--- src/verilog/pmec_map.svh ---
// Offsets, field positions, reset values and codes of the power-mode entry control
`ifndef PMEC_MAP_SVH
`define PMEC_MAP_SVH
`define PMEC_ADDR_PCTRL 8'h87
`define PMEC_ADDR_SLEEP 8'hbe
`define PMEC_BIT_ENTRY 0
`define PMEC_BIT_CPUSTOP 1
`define PMEC_BIT_USB_EN 7
`define PMEC_BIT_XTAL_RDY 6
`define PMEC_BIT_FRC_RDY 5
`define PMEC_RST_MSB 4
`define PMEC_RST_LSB 3
`define PMEC_MODE_MSB 1
`define PMEC_MODE_LSB 0
`define PMEC_PCTRL_RESET 8'h00
`define PMEC_MODE_RESET 2'h0
`define PMEC_CAUSE_POR 2'h0
`define PMEC_CAUSE_EXT 2'h1
`define PMEC_CAUSE_WDT 2'h2
`endif

--- src/verilog/pmec_pkg.sv ---
// Types shared by the power-mode entry control
`default_nettype none
package pmec_pkg;
    typedef enum logic [1:0] {
        PMEC_HALT = 2'b00,
        PMEC_LIGHT = 2'b01,
        PMEC_TIMER = 2'b10,
        PMEC_DEEP = 2'b11
    } pmec_level_t;
    typedef enum logic [2:0] {
        PMEC_ACTIVE = 3'b000,
        PMEC_IN_HALT = 3'b001,
        PMEC_IN_LIGHT = 3'b010,
        PMEC_IN_TIMER = 3'b011,
        PMEC_IN_DEEP = 3'b100
    } pmec_state_t;
    // Register access strobe bundle
    typedef struct packed {
        logic wr;
        logic rd;
        logic [7:0] addr;
        logic [7:0] wdata;
    } pmec_acc_t;
    // Wake sources
    typedef struct packed {
        logic any_irq;
        logic pin_irq;
        logic timer_irq;
    } pmec_wake_t;
endpackage
`default_nettype wire

--- src/verilog/pmec_cause.sv ---
// Last-reset cause capture
`timescale 1ns/100ps
`default_nettype none
`include "pmec_map.svh"
module pmec_cause (
    input wire logic clk_sys,
    input wire logic resetn,
    input wire logic por_flag,
    input wire logic ext_flag,
    input wire logic wdt_flag,
    output logic [1:0] cause
);
    logic [1:0] cause_r, cause_nxt;
    logic armed_r, armed_nxt;

    // Cause is sampled at the first clock after release, never under reset
    always_comb begin
        cause_nxt = cause_r;
        armed_nxt = 1'b0;
        if (armed_r) begin
            if (wdt_flag)
                cause_nxt = `PMEC_CAUSE_WDT;
            else if (ext_flag)
                cause_nxt = `PMEC_CAUSE_EXT;
            else if (por_flag)
                cause_nxt = `PMEC_CAUSE_POR;
        end
    end

    always_ff @(posedge clk_sys or negedge resetn) begin
        if (!resetn) begin
            cause_r <= `PMEC_CAUSE_POR;
            armed_r <= 1'b1;
        end else begin
            cause_r <= cause_nxt;
            armed_r <= armed_nxt;
        end
    end

    assign cause = cause_r;
endmodule
`default_nettype wire

--- src/verilog/pmec_top.sv ---
// Power-mode entry control: mode field, entry strobe, sleep status register
`timescale 1ns/100ps
`default_nettype none
`include "pmec_map.svh"
module pmec_top (
    input wire logic clk_sys,
    input wire logic resetn,
    input wire pmec_pkg::pmec_acc_t acc,
    output logic [7:0] rdata,
    input wire pmec_pkg::pmec_wake_t wake,
    input wire logic crystal_ready_flag,
    input wire logic fast_rc_ready_flag,
    input wire logic por_flag,
    input wire logic ext_flag,
    input wire logic wdt_flag,
    output logic cpu_clk_gate,
    output logic cpu_stop,
    output logic osc_off,
    output logic core_power_off,
    output logic usb_enable,
    output logic usb_reset,
    output logic [2:0] power_state
);
    // ********************************
    // Storage
    // ********************************
    pmec_pkg::pmec_state_t state_r, state_nxt;
    logic [1:0] mode_r, mode_nxt;
    logic [5:0] spare_r, spare_nxt;
    logic stop_r, stop_nxt;
    logic usb_r, usb_nxt;
    logic usb_rst_r, usb_rst_nxt;
    logic [7:0] rdata_r, rdata_nxt;
    logic [1:0] cause;
    logic wr_pctrl, wr_sleep, wake_now;

    assign wr_pctrl = acc.wr && (acc.addr == `PMEC_ADDR_PCTRL);
    assign wr_sleep = acc.wr && (acc.addr == `PMEC_ADDR_SLEEP);

    pmec_cause u_cause (
        .clk_sys(clk_sys),
        .resetn(resetn),
        .por_flag(por_flag),
        .ext_flag(ext_flag),
        .wdt_flag(wdt_flag),
        .cause(cause)
    );

    // Wake test per state; deepest sleep ignores the sleep timer
    always_comb begin
        case (state_r)
            pmec_pkg::PMEC_ACTIVE: wake_now = 1'b0;
            pmec_pkg::PMEC_IN_HALT: wake_now = wake.any_irq | wake.pin_irq | wake.timer_irq;
            pmec_pkg::PMEC_IN_LIGHT: wake_now = wake.pin_irq | wake.timer_irq | wake.any_irq;
            pmec_pkg::PMEC_IN_TIMER: wake_now = wake.pin_irq | wake.timer_irq | wake.any_irq;
            pmec_pkg::PMEC_IN_DEEP: wake_now = wake.pin_irq | wake.any_irq;
            default: wake_now = 1'b1;
        endcase
    end

    // ********************************
    // Mode state machine and registers
    // ********************************
    // Writes while asleep are taken, so ports of a halted core cannot hang
    always_comb begin
        state_nxt = state_r;
        mode_nxt = mode_r;
        spare_nxt = spare_r;
        stop_nxt = stop_r;
        usb_nxt = usb_r;
        usb_rst_nxt = 1'b0;
        if (wr_sleep) begin
            mode_nxt = acc.wdata[`PMEC_MODE_MSB:`PMEC_MODE_LSB];
            usb_nxt = acc.wdata[`PMEC_BIT_USB_EN];
            usb_rst_nxt = ~acc.wdata[`PMEC_BIT_USB_EN];
        end
        if (wr_pctrl) begin
            spare_nxt = acc.wdata[7:2];
            stop_nxt = acc.wdata[`PMEC_BIT_CPUSTOP];
        end
        case (state_r)
            pmec_pkg::PMEC_ACTIVE: begin
                // entry strobe starts the selected level
                if (wr_pctrl && acc.wdata[`PMEC_BIT_ENTRY]) begin
                    case (mode_r)
                        pmec_pkg::PMEC_HALT: state_nxt = pmec_pkg::PMEC_IN_HALT;
                        pmec_pkg::PMEC_LIGHT: state_nxt = pmec_pkg::PMEC_IN_LIGHT;
                        pmec_pkg::PMEC_TIMER: state_nxt = pmec_pkg::PMEC_IN_TIMER;
                        default: state_nxt = pmec_pkg::PMEC_IN_DEEP;
                    endcase
                    mode_nxt = `PMEC_MODE_RESET;
                end
            end
            pmec_pkg::PMEC_IN_HALT, pmec_pkg::PMEC_IN_LIGHT: begin
                if (wake_now) begin
                    state_nxt = pmec_pkg::PMEC_ACTIVE;
                    mode_nxt = `PMEC_MODE_RESET;
                end
            end
            pmec_pkg::PMEC_IN_TIMER, pmec_pkg::PMEC_IN_DEEP: begin
                // wake clears mode; USB off after deep levels
                if (wake_now) begin
                    state_nxt = pmec_pkg::PMEC_ACTIVE;
                    mode_nxt = `PMEC_MODE_RESET;
                    usb_nxt = 1'b0;
                end
            end
            default: state_nxt = pmec_pkg::PMEC_ACTIVE;
        endcase
    end

    // mode cleared on sleep entry and on wake; usb cleared on timer/deep wake, usb reset pulses one cycle; other storage holds
    always_ff @(posedge clk_sys or negedge resetn) begin
        if (!resetn) begin
            state_r <= pmec_pkg::PMEC_ACTIVE;
            mode_r <= `PMEC_MODE_RESET;
            spare_r <= 6'h00;
            stop_r <= 1'b0;
            usb_r <= 1'b0;
            usb_rst_r <= 1'b0;
        end else begin
            state_r <= state_nxt;
            mode_r <= mode_nxt;
            spare_r <= spare_nxt;
            stop_r <= stop_nxt;
            usb_r <= usb_nxt;
            usb_rst_r <= usb_rst_nxt;
        end
    end

    // ********************************
    // Read path
    // ********************************
    // Registered read data, valid the cycle after rd; entry bit reads zero
    always_comb begin
        rdata_nxt = rdata_r;
        if (acc.rd) begin
            if (acc.addr == `PMEC_ADDR_PCTRL)
                rdata_nxt = {spare_r, stop_r, 1'b0};
            else if (acc.addr == `PMEC_ADDR_SLEEP)
                rdata_nxt = {usb_r, crystal_ready_flag, fast_rc_ready_flag, cause, 1'b0, mode_r};
            else
                rdata_nxt = 8'h00;
        end
    end

    always_ff @(posedge clk_sys or negedge resetn) begin
        if (!resetn)
            rdata_r <= 8'h00;
        else
            rdata_r <= rdata_nxt;
    end

    // Outputs; halt gates only the core clock, peripherals keep running
    // clock gate in every sleep state
    assign cpu_clk_gate = (state_r != pmec_pkg::PMEC_ACTIVE);
    assign cpu_stop = stop_r;
    assign osc_off = (state_r != pmec_pkg::PMEC_ACTIVE) && (state_r != pmec_pkg::PMEC_IN_HALT);
    assign core_power_off = (state_r == pmec_pkg::PMEC_IN_TIMER)
        || (state_r == pmec_pkg::PMEC_IN_DEEP);
    assign usb_enable = usb_r;
    assign usb_reset = usb_rst_r;
    assign power_state = state_r;
    assign rdata = rdata_r;

    // ********************************
    // Checks
    // ********************************
    // mode zero after entry
    mode_clear_a: assert property (@(posedge clk_sys) disable iff (!resetn)
        (state_r == pmec_pkg::PMEC_ACTIVE && wr_pctrl && acc.wdata[0] && !wr_sleep)
        |=> (mode_r == 2'h0 && state_r != pmec_pkg::PMEC_ACTIVE))
        else $error("mode not cleared on entry");
    irq_wake_a: assert property (@(posedge clk_sys) disable iff (!resetn)
        (state_r != pmec_pkg::PMEC_ACTIVE && wake.any_irq) |=> state_r == pmec_pkg::PMEC_ACTIVE)
        else $error("interrupt did not wake");
    usb_off_a: assert property (@(posedge clk_sys) disable iff (!resetn)
        (state_r == pmec_pkg::PMEC_IN_DEEP && wake_now) |=> !usb_r)
        else $error("usb still enabled after deep sleep");
    strobe_zero_a: assert property (@(posedge clk_sys) disable iff (!resetn)
        (acc.rd && acc.addr == `PMEC_ADDR_PCTRL) |=> !rdata_r[0])
        else $error("entry bit read as one");
    usb_pulse_a: assert property (@(posedge clk_sys) disable iff (!resetn)
        (wr_sleep && !acc.wdata[`PMEC_BIT_USB_EN]) |=> (usb_reset && !usb_enable))
        else $error("usb reset pulse missing");
    // sleep timer cannot wake deepest sleep
    deep_timer_a: assert property (@(posedge clk_sys) disable iff (!resetn)
        (state_r == pmec_pkg::PMEC_IN_DEEP && !wake.any_irq && !wake.pin_irq)
        |=> state_r == pmec_pkg::PMEC_IN_DEEP)
        else $error("deepest sleep left without a wake source");
endmodule
`default_nettype wire

--- config.mk ---
export PLATFORM = sky130hd
export DESIGN_NAME = pmec_top
export DESIGN_NICKNAME = d
export VERILOG_FILES = /design/src/verilog/pmec_pkg.sv /design/src/verilog/pmec_cause.sv /design/src/verilog/pmec_top.sv
export VERILOG_INCLUDE_DIRS = /design/src /design/src/verilog
export SDC_FILE = /design/constraint.sdc
export NUM_CORES = 1
export LEC_CHECK = 0
export ABC_AREA = 1
export BUFFER_PORTS_ARGS = -buffer_cell sky130_fd_sc_hd__buf_2
export CELL_PAD_IN_SITES_DETAIL_PLACEMENT = 0
export CELL_PAD_IN_SITES_GLOBAL_PLACEMENT = 1
export CORE_MARGIN = 1.5
export CORE_UTILIZATION = 38
export DETAILED_ROUTE_END_ITERATION = 16
export PLACE_DENSITY_LB_ADDON = 0.1
export SETUP_SLACK_MARGIN = 0.1
export SYNTH_ARGS = -nofsm -noshare
export SYNTH_HDL_FRONTEND = slang
export SYNTH_SLANG_ARGS = --single-unit
--- constraint.sdc ---
create_clock -name clk_sys -period 3.3 [get_ports clk_sys]
set_input_delay 0.495 -clock clk_sys [delete_from_list [all_inputs] [get_ports clk_sys]]
set_output_delay 0.495 -clock clk_sys [all_outputs]
set_load 0.005 [all_outputs]
==> qor.yml <==
switching_power_mw: 0.191
clk_path_buf_depth: 2
die_h_um: 62.0
routed_via_density: 4.60
cts_resized: 0
drive_gt1_share_pct: 31.0
drv_cap: 0
post-route-period-util_pct: 51.0
die_area_sq_um: 3850
core-area_sq_um: 3340
rows: 21
drcViolationCount: 0
netlist_area_sq_um: 1320
grt_usage_pct: 16.6
hold_path.class: "input port to asynchronous set/reset pin"
cts_root_buf: "clkbuf_4"
syn_area_per_cell_sq_um: 8.43
start_kind: "register"
async_flop_share_pct: 100
rsz0062_at_grt: "false"
fmax_mhz: 594
drt-total-wl_um: 2800
grt_antenna_before_repair: 0
diodes: 0
grt.overflow.total: 0
crit_arrival_ns: 1.19
first_pass_iters: 4
io_buffers: 44
rrSetupSlack_ns: 1.98
fin_tns_setup_ns: 0
max_slew_margin_pct: 62.5
cts_tree: "built"
initial_core_util_pct: 39.7
cts-buffers-inserted: 3
gp_congestion: 0.795
ys.flop_type: "dfrtp_1"
clk_latency_ns: 0.32
clockPowerShare_pct: 22.5
vias: 1145
nets: 235
clkTransAtPathRegs_ns: 0.15
cts_hold_buf: 0
power_leakage_nw: 0.899
wl_per_cell_um: 11.3
vdd_drop_max_mv: 0.156
tightestPinTransition_ns: 0.562
htree_levels: 1
yosysWarnings: 0
drtAntennaViolNets: 0
outcome: "completed"
syn_nets: 188
setup_viol: 0
ys_seq_area_share_pct: 47.4
ys_types: 31
cellPowerDensity_nw_per_um2: 380
die_x_um: 62.0
hpwl_um: 2230
clock-sinks: 25
pwr-share-seq_pct: 54.8
finalHoldViolations: 0
synth-seq-cells: 25
syn-instance-count: 157
crit_required_ns: 2.80
drt_first_iter_violations: 48
skew_ns: 0.0162
grt_max_degree: 26
maxSlewViolCount: 0
switching_share_pct: 31.2
final_cells: 249
grt_pass1_wl_um: 4750
critPathMaxFanout: 4
path_class: "register to primary output"
critPathCaptureType: "primary output"
fin_crit_ns: 1.68
power_frac_comb_pct: 22.8
first_global_vias: 1057
cts_setup_buffers: 0
dp.cells: 245
area_growth_pct: 21.9
p_int_mw: 0.422
io_pins: 45
synth-edff-count: 0
-- routing by layer --
| layer | vias up | GRT usage (%) | wire length [um] |
|---|---|---|---|
| met5 | - | 0 | 0 |
| met4 | 0 | 4.86 | 15 |
| met3 | 2 | 2.07 | 150 |
| met2 | 27 | 27.7 | 1290 |
| met1 | 522 | 22.7 | 1350 |
| li1 | 594 | - | - |
-- power groups by stage --
stage | Sequential [mW] | Combinational, mW | Clock, mW
final | 0.336 | 0.140 | 0.138
after global routing | 0.339 | 0.161 | 0.154
after CTS | 0.336 | 0.141 | 0.142
after detailed placement | 0.342 | 0.141 | 0
after global placement | 0.343 | 0.139 | 0
after floorplan | 0.342 | 0.0818 | 0
-- synthesized netlist by cell type, types with 2 or more instances --
cell,instances,area (sq um)
a21oi_2,2,17.5
a31oi_1,4,25.0
dfrtp_1,24,601
ha_1,3,37.5
inv_1,24,90.1
inv_2,2,7.51
nand2_1,39,146
nand3_1,14,70.1
nand4_1,2,12.5
nor2_1,11,41.3
nor3_1,2,10.0
nor3_4,2,32.5
o21ai_0,3,15.0
o21ai_1,7,35.0
o22ai_1,2,12.5
-- worst max-delay path: stages, from the launching register on --
cell and delay [ns]:
dfrtp_1 0.43, nor2_1 0.18, nand2_1 0.09, nand2_1 0.08
buf_2 0.11
-- cell families after synthesis --
| group | count (synthesis) | share of synthesized area, % |
|---|---|---|
| and+or+nand+nor | 78 | 30.9 |
| other | 1 | 0.283 |
| AOI/OAI and AO/OA | 22 | 10.1 |
| buffers and inverters | 28 | 8.51 |
| DFF | 25 | 47.4 |
| adders and majority gates | 3 | 2.84 |
-- sequential cells by signal, indices dropped and copies added, names as in the netlist --
signal           flops
u_cause.armed_r      1
usb_enable           1
spare_r              6
mode_r               2
cpu_stop             1
usb_reset            1
rdata                8
u_cause.cause        2
power_state          3
-- final cells by class --
type | count | area, sq um
clock buffer | 3 | 22.5
multi-input combinational | 104 | 584
tap | 46 | 57.6
sequential | 25 | 627
clock inverter | 1 | 5.00
fill | 368 | 1720
inverter | 26 | 97.6
timing repair buffer | 44 | 220
-- path summary, 6_finish.rpt --
path	cells after the start	endpoint	startpoint
worst max-delay path	4	core_power_off	power_state[0]$_DFFE_PN0P_
worst min-delay path	1	rdata[3]$_DFFE_PN0P_	resetn
worst max register to register	8	mode_r[0]$_DFF_PN0_	power_state[0]$_DFFE_PN0P_
worst min register to register	2	rdata[3]$_DFFE_PN0P_	rdata[3]$_DFFE_PN0P_
max in group asynchronous	1	cpu_stop$_DFFE_PN0N_	resetn
min in group clk_sys	2	usb_reset$_DFF_PN0_	acc[7]
-- cells in the final DEF, fill, tap and decap left out, drive strengths merged --
master / instances
buf: 44
conb: 1
nor3: 4
dfrtp: 24
nor2: 13
o31ai: 1
nand4: 3
dfstp: 1
clkinv: 1
a31oi: 4
a21oi: 3
o22ai: 2
a21boi: 1
o21ai: 10
or2: 1
ha: 3
nand2: 40
o31a: 1
nand3: 16
inv: 26
nor3b: 1
clkbuf: 3
-- through the flow --
step	cell area (sq um)	util (%)	setup WS (ns)	hold slack, ns	total power, mW
6_report	1610	48.4	1.62	0.139	0.613
3_3_place_gp	1590	47.5	1.69	0.462	0.481
3_5_place_dp	1590	47.5	1.67	0.460	0.483
2_1_floorplan	1320	-	1.94	0.199	0.423
5_1_grt	1610	48.4	1.52	0.189	0.654
4_1_cts	1610	48.4	1.61	0.155	0.620
Note: power is estimated with default switching activity, not from simulation.
